**src/tct_pkg.sv**
```systemverilog
package tct_pkg;

    // ----------------------------------------
    // Timing
    // ----------------------------------------
    localparam int unsigned CLK_PERIOD_NS = 25;
    localparam int unsigned MS_TIME_NS    = 1000000;
    localparam int unsigned TICK_CYCLES   = MS_TIME_NS / CLK_PERIOD_NS;
    localparam logic [14:0] MS_PER_SEC    = 15'h03e8;
    localparam logic [13:0] PERIOD_CAP    = 14'h3ffc;
    localparam logic [13:0] PERIOD_MAX    = 14'h3e80;
    localparam logic [4:0]  SPAN_MIN      = 5'h01;
    localparam logic [4:0]  SPAN_MAX      = 5'h10;

    // ----------------------------------------
    // Register map (byte addresses)
    // ----------------------------------------
    localparam logic [7:0] OFF_CTRL    = 8'h00;
    localparam logic [7:0] OFF_PERIOD  = 8'h04;
    localparam logic [7:0] OFF_RDELAY  = 8'h08;
    localparam logic [7:0] OFF_HOLD    = 8'h0c;
    localparam logic [7:0] OFF_WIDTH   = 8'h10;
    localparam logic [7:0] OFF_BLOCK   = 8'h14;
    localparam logic [7:0] OFF_INHIBIT = 8'h18;
    localparam logic [7:0] OFF_EARLY   = 8'h1c;
    localparam logic [7:0] OFF_LATE    = 8'h20;
    localparam logic [7:0] OFF_EXTN    = 8'h24;
    localparam logic [7:0] OFF_FRATE   = 8'h28;
    localparam logic [7:0] OFF_FCOUNT  = 8'h2c;
    localparam logic [7:0] OFF_CMD     = 8'h30;
    localparam logic [7:0] OFF_STATUS  = 8'h34;

    // ----------------------------------------
    // Command fields
    // ----------------------------------------
    localparam logic [1:0] CMD_NONE = 2'h0;
    localparam logic [1:0] CMD_STOP = 2'h1;
    localparam logic [1:0] CMD_RUN  = 2'h2;
    localparam logic [1:0] CMD_HOLD = 2'h3;
    localparam int unsigned CMD_ADV_BIT = 2;

    localparam logic [1:0] RESP_OKAY   = 2'h0;
    localparam logic [1:0] RESP_SLVERR = 2'h2;

    // ----------------------------------------
    // Reset values
    // ----------------------------------------
    localparam logic [13:0] PERIOD_RST = 14'h01f4;
    localparam logic [7:0]  EXTN_RST   = 8'h01;
    localparam logic [7:0]  FCOUNT_RST = 8'h01;

    typedef enum logic [2:0] {
        ST_STOP = 3'b001,
        ST_RUN  = 3'b010,
        ST_HOLD = 3'b100
    } tct_state_t;

    typedef struct packed {
        logic        late_en;
        logic        early_en;
        logic        strict;
        logic        fixed_en;
        logic        ext_mode;
        logic        inhibit_en;
        logic        delay_en;
    } tct_ctrl_t;

    typedef struct packed {
        tct_ctrl_t   ctrl;
        logic [13:0] period;
        logic [13:0] rec_delay;
        logic [4:0]  hold_sec;
        logic [4:0]  width;
        logic [13:0] block;
        logic [13:0] inhibit;
        logic [14:0] early;
        logic [7:0]  late;
        logic [7:0]  ext_n;
        logic [13:0] fixed_rate;
        logic [7:0]  fixed_count;
    } tct_cfg_t;

endpackage

```
**src/tct_timebase.sv**
```systemverilog
// Decided for this implementation: the AXI4-Lite register port and the address map.
`timescale 1ns/1ps
module tct_timebase #(
    parameter int unsigned TICK_CYCLES = tct_pkg::TICK_CYCLES
) (
    // Clock and reset
    input  wire logic        CLK_I,
    input  wire logic        RST_I,
    // AXI4-Lite slave
    input  wire logic [7:0]  S_AXI_AWADDR_I,
    input  wire logic        S_AXI_AWVALID_I,
    output logic             S_AXI_AWREADY_O,
    input  wire logic [31:0] S_AXI_WDATA_I,
    input  wire logic [3:0]  S_AXI_WSTRB_I,
    input  wire logic        S_AXI_WVALID_I,
    output logic             S_AXI_WREADY_O,
    output logic [1:0]       S_AXI_BRESP_O,
    output logic             S_AXI_BVALID_O,
    input  wire logic        S_AXI_BREADY_I,
    input  wire logic [7:0]  S_AXI_ARADDR_I,
    input  wire logic        S_AXI_ARVALID_I,
    output logic             S_AXI_ARREADY_O,
    output logic [31:0]      S_AXI_RDATA_O,
    output logic [1:0]       S_AXI_RRESP_O,
    output logic             S_AXI_RVALID_O,
    input  wire logic        S_AXI_RREADY_I,
    // Pins
    input  wire logic        EXT_TRIG_I,
    input  wire logic        INH_START_I,
    input  wire logic        SAFE_LOOP_I,
    output logic             SRC_TRIG_O,
    output logic             REC_TRIG_O,
    output logic             ALARM_O
);

    tct_pkg::tct_cfg_t   cfg;
    tct_pkg::tct_state_t state;
    logic [15:0] tick_cnt;
    logic        tick;
    logic [2:0]  s1, s2, s3, pin_q, pin_d;
    logic        aw_held, w_held, do_write;
    logic [7:0]  aw_addr;
    logic [31:0] w_data;
    logic [3:0]  w_strb;
    logic        cmd_go, cmd_adv;
    logic [1:0]  cmd_code;
    logic [14:0] tb_cnt, cur_period, end_limit;
    logic        tb_wrap, ext_fire, fixed_now, fire_cand, fire_ok, fire;
    logic [7:0]  ext_cnt, shots;
    logic        inh_active, late_ok, fixed_block;
    logic [14:0] inh_elapsed;
    logic        rec_pend;
    logic [13:0] rec_elapsed;
    logic [4:0]  src_left, rec_left;

    // ----------------------------------------
    // Helpers
    // ----------------------------------------
    function automatic logic addr_ok(input logic [7:0] a);
        return (a[1:0] == 2'h0) && (a <= tct_pkg::OFF_STATUS);
    endfunction

    function automatic logic [4:0] span_clamp(input logic [31:0] v);
        if (v < 32'(tct_pkg::SPAN_MIN))
            return tct_pkg::SPAN_MIN;
        if (v > 32'(tct_pkg::SPAN_MAX))
            return tct_pkg::SPAN_MAX;
        return v[4:0];
    endfunction

    function automatic logic [31:0] rd_val(input logic [7:0] a);
        unique case (a)
            tct_pkg::OFF_CTRL:    return 32'(cfg.ctrl);
            tct_pkg::OFF_PERIOD:  return 32'(cfg.period);
            tct_pkg::OFF_RDELAY:  return 32'(cfg.rec_delay);
            tct_pkg::OFF_HOLD:    return 32'(cfg.hold_sec);
            tct_pkg::OFF_WIDTH:   return 32'(cfg.width);
            tct_pkg::OFF_BLOCK:   return 32'(cfg.block);
            tct_pkg::OFF_INHIBIT: return 32'(cfg.inhibit);
            tct_pkg::OFF_EARLY:   return 32'(cfg.early);
            tct_pkg::OFF_LATE:    return 32'(cfg.late);
            tct_pkg::OFF_EXTN:    return 32'(cfg.ext_n);
            tct_pkg::OFF_FRATE:   return 32'(cfg.fixed_rate);
            tct_pkg::OFF_FCOUNT:  return 32'(cfg.fixed_count);
            tct_pkg::OFF_STATUS:  return {16'h0000, shots, 3'h0, ALARM_O, inh_active, state};
            default:              return 32'h0000_0000;
        endcase
    endfunction

    // ----------------------------------------
    // Millisecond tick
    // ----------------------------------------
    always_ff @(posedge CLK_I or posedge RST_I) begin
        if (RST_I) begin
            tick_cnt <= 16'h0000;
            tick     <= 1'b0;
        end else if (tick_cnt == 16'(TICK_CYCLES - 1)) begin
            tick_cnt <= 16'h0000;
            tick     <= 1'b1;
        end else begin
            tick_cnt <= tick_cnt + 16'h0001;
            tick     <= 1'b0;
        end
    end

    // ----------------------------------------
    // Pin synchronisers
    // ----------------------------------------
    // Bit 0 safety loop, 1 inhibit start, 2 external trigger
    always_ff @(posedge CLK_I or posedge RST_I) begin
        if (RST_I) begin
            s1    <= 3'h0;
            s2    <= 3'h0;
            s3    <= 3'h0;
            pin_q <= 3'h0;
            pin_d <= 3'h0;
        end else begin
            s1    <= {EXT_TRIG_I, INH_START_I, SAFE_LOOP_I};
            s2    <= s1;
            s3    <= s2;
            pin_q <= (s2 & s3) | (pin_q & (s2 ^ s3));
            pin_d <= pin_q;
        end
    end

    // ----------------------------------------
    // AXI4-Lite write
    // ----------------------------------------
    assign do_write = aw_held && w_held && !S_AXI_BVALID_O;

    always_ff @(posedge CLK_I or posedge RST_I) begin
        if (RST_I) begin
            aw_held         <= 1'b0;
            w_held          <= 1'b0;
            aw_addr         <= 8'h00;
            w_data          <= 32'h0000_0000;
            w_strb          <= 4'h0;
            S_AXI_AWREADY_O <= 1'b1;
            S_AXI_WREADY_O  <= 1'b1;
            S_AXI_BVALID_O  <= 1'b0;
            S_AXI_BRESP_O   <= tct_pkg::RESP_OKAY;
        end else begin
            if (S_AXI_AWVALID_I && S_AXI_AWREADY_O) begin
                aw_held         <= 1'b1;
                aw_addr         <= S_AXI_AWADDR_I;
                S_AXI_AWREADY_O <= 1'b0;
            end
            if (S_AXI_WVALID_I && S_AXI_WREADY_O) begin
                w_held         <= 1'b1;
                w_data         <= S_AXI_WDATA_I;
                w_strb         <= S_AXI_WSTRB_I;
                S_AXI_WREADY_O <= 1'b0;
            end
            if (do_write) begin
                aw_held         <= 1'b0;
                w_held          <= 1'b0;
                S_AXI_BVALID_O  <= 1'b1;
                S_AXI_BRESP_O   <= addr_ok(aw_addr) ? tct_pkg::RESP_OKAY : tct_pkg::RESP_SLVERR;
            end
            if (S_AXI_BVALID_O && S_AXI_BREADY_I) begin
                S_AXI_BVALID_O  <= 1'b0;
                S_AXI_AWREADY_O <= 1'b1;
                S_AXI_WREADY_O  <= 1'b1;
            end
        end
    end

    // ----------------------------------------
    // Configuration registers
    // ----------------------------------------
    always_ff @(posedge CLK_I or posedge RST_I) begin
        logic [31:0] v;
        logic [31:0] cur;
        v   = 32'h0000_0000;
        cur = rd_val(aw_addr);
        if (RST_I) begin
            cfg             <= '0;
            cfg.period      <= tct_pkg::PERIOD_RST;
            cfg.hold_sec    <= tct_pkg::SPAN_MIN;
            cfg.width       <= tct_pkg::SPAN_MIN;
            cfg.ext_n       <= tct_pkg::EXTN_RST;
            cfg.fixed_count <= tct_pkg::FCOUNT_RST;
            cfg.fixed_rate  <= tct_pkg::PERIOD_RST;
            cmd_go          <= 1'b0;
            cmd_adv         <= 1'b0;
            cmd_code        <= tct_pkg::CMD_NONE;
        end else begin
            cmd_go  <= 1'b0;
            cmd_adv <= 1'b0;
            if (do_write) begin
                // Byte lanes merge over the current readback
                for (int b = 0; b < 4; b++) begin
                    v[b*8 +: 8] = w_strb[b] ? w_data[b*8 +: 8] : cur[b*8 +: 8];
                end
                unique case (aw_addr)
                    tct_pkg::OFF_CTRL:    cfg.ctrl <= v[6:0];
                    // Longer periods would overflow the timer
                    tct_pkg::OFF_PERIOD:  cfg.period <= (v > 32'(tct_pkg::PERIOD_CAP)) ?
                                              tct_pkg::PERIOD_MAX : v[13:0];
                    tct_pkg::OFF_RDELAY:  cfg.rec_delay <= v[13:0];
                    tct_pkg::OFF_HOLD:    cfg.hold_sec <= span_clamp(v);
                    tct_pkg::OFF_WIDTH:   cfg.width <= span_clamp(v);
                    tct_pkg::OFF_BLOCK:   cfg.block <= v[13:0];
                    tct_pkg::OFF_INHIBIT: cfg.inhibit <= v[13:0];
                    tct_pkg::OFF_EARLY:   cfg.early <= v[14:0];
                    tct_pkg::OFF_LATE:    cfg.late <= v[7:0];
                    tct_pkg::OFF_EXTN:    cfg.ext_n <= v[7:0];
                    tct_pkg::OFF_FRATE:   cfg.fixed_rate <= v[13:0];
                    tct_pkg::OFF_FCOUNT:  cfg.fixed_count <= v[7:0];
                    tct_pkg::OFF_CMD: begin
                        cmd_go   <= v[1:0] != tct_pkg::CMD_NONE;
                        cmd_code <= v[1:0];
                        cmd_adv  <= v[tct_pkg::CMD_ADV_BIT];
                    end
                    default: ;
                endcase
            end
        end
    end

    // ----------------------------------------
    // AXI4-Lite read
    // ----------------------------------------
    always_ff @(posedge CLK_I or posedge RST_I) begin
        if (RST_I) begin
            S_AXI_ARREADY_O <= 1'b1;
            S_AXI_RVALID_O  <= 1'b0;
            S_AXI_RDATA_O   <= 32'h0000_0000;
            S_AXI_RRESP_O   <= tct_pkg::RESP_OKAY;
        end else if (S_AXI_ARVALID_I && S_AXI_ARREADY_O) begin
            S_AXI_ARREADY_O <= 1'b0;
            S_AXI_RVALID_O  <= 1'b1;
            S_AXI_RDATA_O   <= rd_val(S_AXI_ARADDR_I);
            S_AXI_RRESP_O   <= addr_ok(S_AXI_ARADDR_I) ? tct_pkg::RESP_OKAY : tct_pkg::RESP_SLVERR;
        end else if (S_AXI_RVALID_O && S_AXI_RREADY_I) begin
            S_AXI_RVALID_O  <= 1'b0;
            S_AXI_ARREADY_O <= 1'b1;
        end
    end

    // ----------------------------------------
    // Channel state
    // ----------------------------------------
    always_ff @(posedge CLK_I or posedge RST_I) begin
        if (RST_I) begin
            state <= tct_pkg::ST_STOP;
        end else if (cmd_go) begin
            unique case (cmd_code)
                tct_pkg::CMD_STOP: state <= tct_pkg::ST_STOP;
                tct_pkg::CMD_RUN:  state <= tct_pkg::ST_RUN;
                tct_pkg::CMD_HOLD: state <= tct_pkg::ST_HOLD;
                default:           state <= state;
            endcase
        end else if (cmd_adv) begin
            unique case (state)
                tct_pkg::ST_RUN:  state <= tct_pkg::ST_HOLD;
                tct_pkg::ST_HOLD: state <= tct_pkg::ST_STOP;
                tct_pkg::ST_STOP: state <= tct_pkg::ST_RUN;
                default:          state <= tct_pkg::ST_STOP;
            endcase
        end
    end

    // ----------------------------------------
    // Inhibit window
    // ----------------------------------------
    assign end_limit = cfg.ctrl.early_en ? cfg.early :
                       15'(cfg.block) + 15'(cfg.inhibit);
    assign late_ok   = cfg.ctrl.late_en && (inh_elapsed < 15'(cfg.late));

    always_ff @(posedge CLK_I or posedge RST_I) begin
        if (RST_I) begin
            inh_active  <= 1'b0;
            inh_elapsed <= 15'h0000;
            fixed_now   <= 1'b0;
        end else begin
            fixed_now <= 1'b0;
            // Fixed-count mode forces inhibit on
            if (pin_q[1] && !pin_d[1] && (cfg.ctrl.inhibit_en || cfg.ctrl.fixed_en)) begin
                inh_active  <= 1'b1;
                inh_elapsed <= 15'h0000;
            end else if (inh_active && tick) begin
                inh_elapsed <= inh_elapsed + 15'h0001;
                if (inh_elapsed + 15'h0001 >= end_limit) begin
                    inh_active <= 1'b0;
                    fixed_now  <= cfg.ctrl.fixed_en;
                end
            end
        end
    end

    // ----------------------------------------
    // Time base and fire decision
    // ----------------------------------------
    assign cur_period = (cfg.ctrl.fixed_en ? 15'(cfg.fixed_rate) : 15'(cfg.period)) +
                        ((state == tct_pkg::ST_HOLD) ? 15'(cfg.hold_sec) * tct_pkg::MS_PER_SEC
                                                     : 15'h0000);
    assign tb_wrap    = tick && (tb_cnt + 15'h0001 >= cur_period);
    assign ext_fire   = pin_q[2] && !pin_d[2] &&
                        ((ext_cnt + 8'h01) >= cfg.ext_n);
    assign fire_cand  = fixed_now || (cfg.ctrl.ext_mode ? ext_fire : tb_wrap);
    assign fixed_block = cfg.ctrl.fixed_en && cfg.ctrl.strict &&
                         (shots >= cfg.fixed_count);
    assign fire_ok    = pin_q[0] && (state != tct_pkg::ST_STOP) && !fixed_block &&
                        (fixed_now || !inh_active || late_ok);
    assign fire       = fire_cand && fire_ok;

    always_ff @(posedge CLK_I or posedge RST_I) begin
        if (RST_I) begin
            tb_cnt <= 15'h0000;
        end else if (fixed_now || tb_wrap) begin
            tb_cnt <= 15'h0000; // Fixed shot restarts the period at inhibit end
        end else if (tick) begin
            tb_cnt <= tb_cnt + 15'h0001;
        end
    end

    always_ff @(posedge CLK_I or posedge RST_I) begin
        if (RST_I) begin
            ext_cnt <= 8'h00;
        end else if (!cfg.ctrl.ext_mode) begin
            ext_cnt <= 8'h00;
        end else if (pin_q[2] && !pin_d[2]) begin
            ext_cnt <= ext_fire ? 8'h00 : ext_cnt + 8'h01;
        end
    end

    always_ff @(posedge CLK_I or posedge RST_I) begin
        if (RST_I) begin
            shots <= 8'h00;
        end else if (pin_q[1] && !pin_d[1]) begin
            shots <= 8'h00;
        end else if (fire && shots != 8'hff) begin
            shots <= shots + 8'h01;
        end
    end

    // ----------------------------------------
    // Outputs
    // ----------------------------------------
    always_ff @(posedge CLK_I or posedge RST_I) begin
        if (RST_I) begin
            rec_pend    <= 1'b0;
            rec_elapsed <= 14'h0000;
            src_left    <= 5'h00;
            rec_left    <= 5'h00;
            SRC_TRIG_O  <= 1'b0;
            REC_TRIG_O  <= 1'b0;
            ALARM_O     <= 1'b0;
        end else begin
            ALARM_O <= !pin_q[0];
            if (fire) begin
                SRC_TRIG_O <= 1'b1;
                src_left   <= cfg.width;
            end else if (tick && src_left != 5'h00) begin
                src_left   <= src_left - 5'h01;
                SRC_TRIG_O <= src_left != 5'h01;
            end
            // Delay compared live so a new value acts on the pending shot
            if (fire && !cfg.ctrl.delay_en) begin
                REC_TRIG_O <= 1'b1;
                rec_left   <= cfg.width;
                rec_pend   <= 1'b0;
            end else if (!pin_q[0]) begin
                rec_pend <= 1'b0;
            end else if (rec_pend && tick && (rec_elapsed + 14'h0001 >= cfg.rec_delay)) begin
                rec_pend   <= 1'b0;
                REC_TRIG_O <= 1'b1;
                rec_left   <= cfg.width;
            end else if (tick && rec_left != 5'h00) begin
                rec_left   <= rec_left - 5'h01;
                REC_TRIG_O <= rec_left != 5'h01;
            end
            if (fire && cfg.ctrl.delay_en) begin
                rec_pend    <= 1'b1;
                rec_elapsed <= 14'h0000;
            end else if (rec_pend && tick) begin
                rec_elapsed <= rec_elapsed + 14'h0001;
            end
        end
    end

endmodule

```
**config.mk**
```make
export PLATFORM = sky130hd
export DESIGN_NAME = tct_timebase
export DESIGN_NICKNAME = d
export VERILOG_FILES = /design/src/tct_pkg.sv /design/src/tct_timebase.sv
export SDC_FILE = /design/constraint.sdc
export NUM_CORES = 1
export LEC_CHECK = 0
export ABC_AREA = 1
export BUFFER_PORTS_ARGS = -buffer_cell sky130_fd_sc_hd__buf_2
export CORE_ASPECT_RATIO = 0.5
export CORE_UTILIZATION = 23
export CTS_BUF_LIST = sky130_fd_sc_hd__clkbuf_8
export DETAILED_ROUTE_END_ITERATION = 10
export GPL_ROUTABILITY_DRIVEN = 0
export SKIP_CTS_REPAIR_TIMING = 1
export SLEW_MARGIN = 20
export SYNTH_ARGS = -nofsm -noshare
export SYNTH_HDL_FRONTEND = slang
export SYNTH_SLANG_ARGS = --single-unit
```
**constraint.sdc**
```tcl
create_clock -name CLK_I -period 14.5 [get_ports CLK_I]
set_clock_uncertainty 0.15 [all_clocks]
set_input_delay 2.175 -clock CLK_I [delete_from_list [all_inputs] [get_ports CLK_I]]
set_output_delay 2.175 -clock CLK_I [all_outputs]
set_load 0.05 [all_outputs]
```
* After elaboration in Yosys (flattened, before gate mapping)
Cells that the tools add are included.
Cells by class: multipliers 1, equality and inequality tests 39, $add $sub $neg 10, muxes and demuxes 88, order comparisons 11, bitwise operators 4, reductions and logical operators 79
Operator list (count):
- $pmux W16 S13 | 2
- $mux W15 | 6
- $eq A8 B6 Y1 const B | 11
- $mux W8 | 9
- $eq A8 B5 Y1 const B | 8
- $mux W5 | 12
- $mux W14 | 4
- $mux W1 | 48
- $eq A8 B4 Y1 const B | 4
- $gt A32 B14 Y1 const B | 1
- $gt A32 B5 Y1 const B | 1
- $lt A32 B1 Y1 const B | 1
- $reduce_and A2 Y1 | 16
- $add A15 B1 Y15 const B | 2
- $ge A15 B15 Y1 | 2
- $reduce_bool A2 Y1 | 15
- $logic_and A1 B1 Y1 | 29
- $add A16 B1 Y16 const B | 1
- $add A8 B1 Y8 const B | 2
- $eq A16 B16 Y1 const B | 1
- $eq A8 B3 Y1 const B | 2
- $ge A8 B8 Y1 | 2
- $le A8 B6 Y1 const B | 2
- $logic_not A8 Y1 | 2
- other kinds (30) | 49
Word-level totals: word-level logic and storage cells 287, input bits 62, register bits 328

* Depth between registers and ports, before layout
word-level depth 12, depth in mapped cells 32, depth with buffers taken out 32

* Worst setup path after synthesis
Ideal clock, no wire load.
path type register to register, start register cfg[89] (netlist bit), end register shots[3], path buffers 0, data arrival time 5.484 ns, path slack 8.736 ns, library setup time 0.130 ns, cell stages (with the launch flop) 29, period minus slack after synthesis 5.764 ns, path through dfrtp_1 > fa_1 > fa_1 > inv_1 > fa_1 > inv_1 > ha_1 > o21ai_0 > a21oi_1 > ha_1 > a21oi_1 > o21ai_0 > a21oi_1 > o21ai_0 > a21oi_1 > o21bai_1 > xor2_1 > ha_1 > nand3_1 > nor4_1 > o21ai_0 > nand3_1 > nand2_1 > o21ai_0 > nand2_1 > inv_1 > o21ai_1 > nand2_1 > o21ai_0
Between the ends: longest elaborated chain between the ends 10
Ends and longest elaborated chain:
- from (decl) | RTL line tct_timebase.sv:36 | tct_pkg::tct_cfg_t cfg;
- $mul A5 B7 Y12 | RTL line tct_timebase.sv:296 | ((state == tct_pkg::ST_HOLD) ? 15'(cfg.hold_sec) * tct_pkg::MS_PER_SEC
- $mux W15 | RTL line tct_timebase.sv:296
- $add A14 B15 Y15 | RTL line tct_timebase.sv:295 | assign cur_period = (cfg.ctrl.fixed_en ? 15'(cfg.fixed_rate) : 15'(cfg.period)) +
- $ge A15 B15 Y1 | RTL line tct_timebase.sv:298 | assign tb_wrap = tick && (tb_cnt + 15'h0001 >= cur_period);
- $logic_and A1 B1 Y1 | RTL line tct_timebase.sv:298
- $mux W1 | RTL line tct_timebase.sv:301 | assign fire_cand = fixed_now || (cfg.ctrl.ext_mode ? ext_fire : tb_wrap);
- $logic_or A1 B1 Y1 | RTL line tct_timebase.sv:301
- $logic_and A1 B1 Y1 | RTL line tct_timebase.sv:306 | assign fire = fire_cand && fire_ok;
- $logic_and A1 B1 Y1 | RTL line tct_timebase.sv:333 | end else if (fire && shots != 8'hff) begin
- $reduce_bool A2 Y1 (no line)
- to (signal assigned) | RTL line tct_timebase.sv:334 | shots <= shots + 8'h01;
- to (decl) | RTL line tct_timebase.sv:49 | logic [7:0] ext_cnt, shots;
No other way between the ends. A chain may end at the register's enable or synchronous reset.

* Worst setup path after layout
start register cfg[89] (netlist bit), end register shots[2]
Same word-level chain as after synthesis.

==> impl_metrics.py <==
metrics = {
    "cts": {
        "clock_latency_ns": 0.68,
        "clock_sinks": 309,
        "worst_setup_hold_path_clk_slew_ns": 0.06,
        "cts_tree": "built",
        "cts-buffers-inserted": 54,
        "htree_num_levels": 2,
        "max_clock_buf_depth": 3,
        "clk_root_buffer_cell": "clkbuf_8",
    },
    "power_and_ir_drop": {
        "switching_power_mw": 1.18,
        "irDropWorstVdd_mv": 0.0658,
        "power_frac_clock_pct": 29.8,
        "power.density_cell_area_nw_per_um2": 128,
        "seq_power_share_pct": 38.6,
        "static-leakage-power_nw": 11.2,
        "switching_fraction_of_total_power_pct": 41.2,
        "p_comb_share_pct": 31.7,
        "p_int_mw": 1.69,
        "p_total_mw": 2.87,
    },
    "floorplanning": {
        "effective_utilization_at_floorplan_pct": 23.4,
        "die_w_um": 417,
        "dieHeight_um": 209,
        "die_area_um2": 87200,
        "core_region_area_um2": 84500,
        "rows": 75,
        "boundary_pins": 106,
    },
    "logic_synthesis": {
        "synth_top_area_share_pct": 36.6,
        "yosys.cell_types.count": 55,
        "synth_top_cells_by_area": "dfrtp_1, nand2_1, ha_1, inv_1, o21ai_0",
        "synthesis_stage_register_bit_count": 309,
        "ys.warnings.count": 0,
        "post_synth_inst_count": 2642,
        "synth.cell_area_um2": 19800,
        "synth-async-reset-ratio_pct": 100,
        "syn_area_per_cell_um2": 7.49,
        "synth_sequential_area_ratio_pct": 39.2,
        "synth_edf_count": 0,
        "netlist.top_cell.by_area": "dfrtp_1",
        "postSynth.topFlopCell": "dfrtp_1",
    },
    "global_route": {
        "first_global_vias": 17800,
        "grt_start_max_net_pins": 101,
        "grt_use_total_pct": 14.8,
        "grt_pass1_wl_mm": 102,
        "initial_antenna_violation_count": 2,
        "globalRoute.totalOverflow": 0,
    },
    "detailed_routing": {
        "drt-pass1-iter-count": 8,
        "drt-initial-drc-count": 2089,
        "vias": 18700,
        "wl_mm": 65.9,
        "post_drt_via_cell_ratio": 4.80,
        "route.detailed.wl_per_inst_um": 17.0,
        "route.detailed.drc": 0,
        "number_of_nets_still_failing_antenna_checks_after_routing": 0,
    },
    "layout": {
        "regArea_um2": 7760,
        "final.fill_count": 9220,
        "proportion_of_layout_cells_with_a_drive_suffix_above_1_pct": 9.31,
        "most_frequent_standard_cell_in_the_layout_excluding_fill_and_tap_cells": "nand2_1",
        "final_area_um2": 22500,
        "multi_input_area_um2": 10200,
        "finalNetCount": 2933,
        "flow.area_growth_from_synthesis_pct": 13.7,
        "mostFrequentLayoutCells": "nand2_1, inv_1, dfrtp_1, o21ai_0, nor2_1",
    },
    "timing": {
        "worst_slack_ns": 7.36,
        "hold_viol": 0,
        "rsz0062_at_grt": "false",
        "max-slew-margin-rel_pct": 22.8,
        "final_min_period_ns": 7.14,
        "timing.final.max_slew_violations": 0,
        "totalNegativeSetupSlack_ns": 0,
        "maxClockFrequency_mhz": 140,
        "worst_pin_slew_ns": 1.15,
        "final-setup-viol-count": 0,
        "fin_crit_sh_pct": 49.2,
    },
    "setup_path": {
        "cp_data_arrival_time_ns": 7.59,
        "timing.critical_path.mode_cell": "o21ai_0",
        "cp-end-kind": "flop",
        "critical_path.slowest_cell": "dfrtp_1",
        "reg2reg_depth": 29,
        "critical_path.max_fanout": 12,
        "max_stage_delay_ns": 0.58,
        "critPathRequiredTime_ns": 14.95,
        "timing_worst_setup_path_type": "reg -> reg",
        "start_kind": "flop",
    },
    "status": {
        "run_status": "finished, final reports clean",
    },
    "hold_path": {
        "hold_path.class": "reg -> reg",
        "hold_depth": 0,
    },
    "place": {
        "pre_cts_ws_ns": 7.45,
        "io_buffer_count": 87,
        "detailed_place_hpwl_mm": 49.4,
        "placed_area_um2": 21300,
    },
    "flow_run": {
        "max_cap_violations": 0,
    },
}
-- synthesized netlist by cell type (5+ instances only) --
master     instances
nor2_1           183
o21ai_1           20
a31oi_1            7
buf_2             13
nor2_2             7
nand3_1          175
nand3b_1           5
xor2_1            53
o2111ai_1          6
or2_2              9
o211ai_1          13
a21o_1             7
nand3_2            5
xnor2_1            9
buf_6              5
fa_1              12
a221oi_1          12
nand2_1          719
clkinv_1           5
nand2_2           10
dfstp_2           20
nand4_1           27
inv_1            355
inv_2              7
ha_1             131
nor3_1            28
o21ai_0          237
clkbuf_1          47
a21oi_1           81
o22ai_1           49
buf_4             22
o21bai_1           5
dfrtp_1          289
nor4_1            20
o221ai_1           9
-- cell families after synthesis --
family          after synthesis  synth area share (%)
other cells                   1                0.0190
xor+xnor                     62                  2.75
compound gates              468                  13.4
flops                       309                  39.2
simple gates               1199                  25.6
buf+inv                     457                  9.36
fa+ha+maj                   143                  9.50
mux                           3                 0.171
-- metrics by stage --
stage | utilization [%] | instances | hold slack (ns)
after floorplan | - | 2659 | 0.181
after global placement | 25.3 | 3788 | 0.185
after detailed placement | 25.3 | 3788 | 0.187
after CTS | 26.6 | 3888 | 0.208
after global routing | 26.6 | 3888 | 0.218
final | 26.6 | 3889 | 0.205
-- worst max-delay path, delay by kind of cell, from the launching register on --
kind / cells / cell delay, ns
AND/OR/NAND/NOR: 8 / 1.31
adder cells (fa/ha/maj): 6 / 2.58
XOR/XNOR: 1 / 0.17
flip-flops: 1 / 0.58
buffers and inverters: 3 / 0.47
AO/OA/AOI/OAI: 11 / 1.80
-- sequential cells by signal (all words and copies together), names as in the netlist, 8 cells and up --
signal / cells
tb_cnt: 15
shots: 8
S_AXI_RDATA_O: 16
cfg: 126
inh_elapsed: 15
rec_elapsed: 14
tick_cnt: 16
aw_addr: 8
w_data: 32
ext_cnt: 8
-- cell type report --
cell class	count	share of cell area (%)
repair buffers	103	2.47
inverters	367	6.16
clock buffers	75	4.59
well taps	1116	6.21
flip-flops and latches	309	34.5
diodes	1	0.0111
clock inverters	25	0.495
multi-input cells	1893	45.6
-- path summary, 6_finish.rpt --
path,from,end,slack [ns]
worst min register to register,s1[0],s2[0],0.21
max in group asynchronous,RST_I,cmd_go,10.35
min in group asynchronous,RST_I,s3[2],1.46
worst max-delay path,cfg[89],shots[2],7.36
worst min-delay path,s1[0],s2[0],0.21
worst max register to register,cfg[89],shots[2],7.36
-- power by group through the flow --
stage	logic (mW)	clock network (mW)	registers, mW
2_1_floorplan	0.600	0	1.10
3_3_place_gp	0.871	0	1.11
3_5_place_dp	0.886	0	1.12
4_1_cts	0.891	0.869	1.10
5_1_grt	0.989	0.906	1.12
6_report	0.909	0.855	1.11
-- layer usage --
metal | track usage (%) | routed length [um]
met5 | 0 | 13
met3 | 3.34 | 5800
met4 | 7.61 | 3290
met1 | 19.2 | 27600
met2 | 23.2 | 29200
No activity file was read; power rests on OpenSTA's default activity.
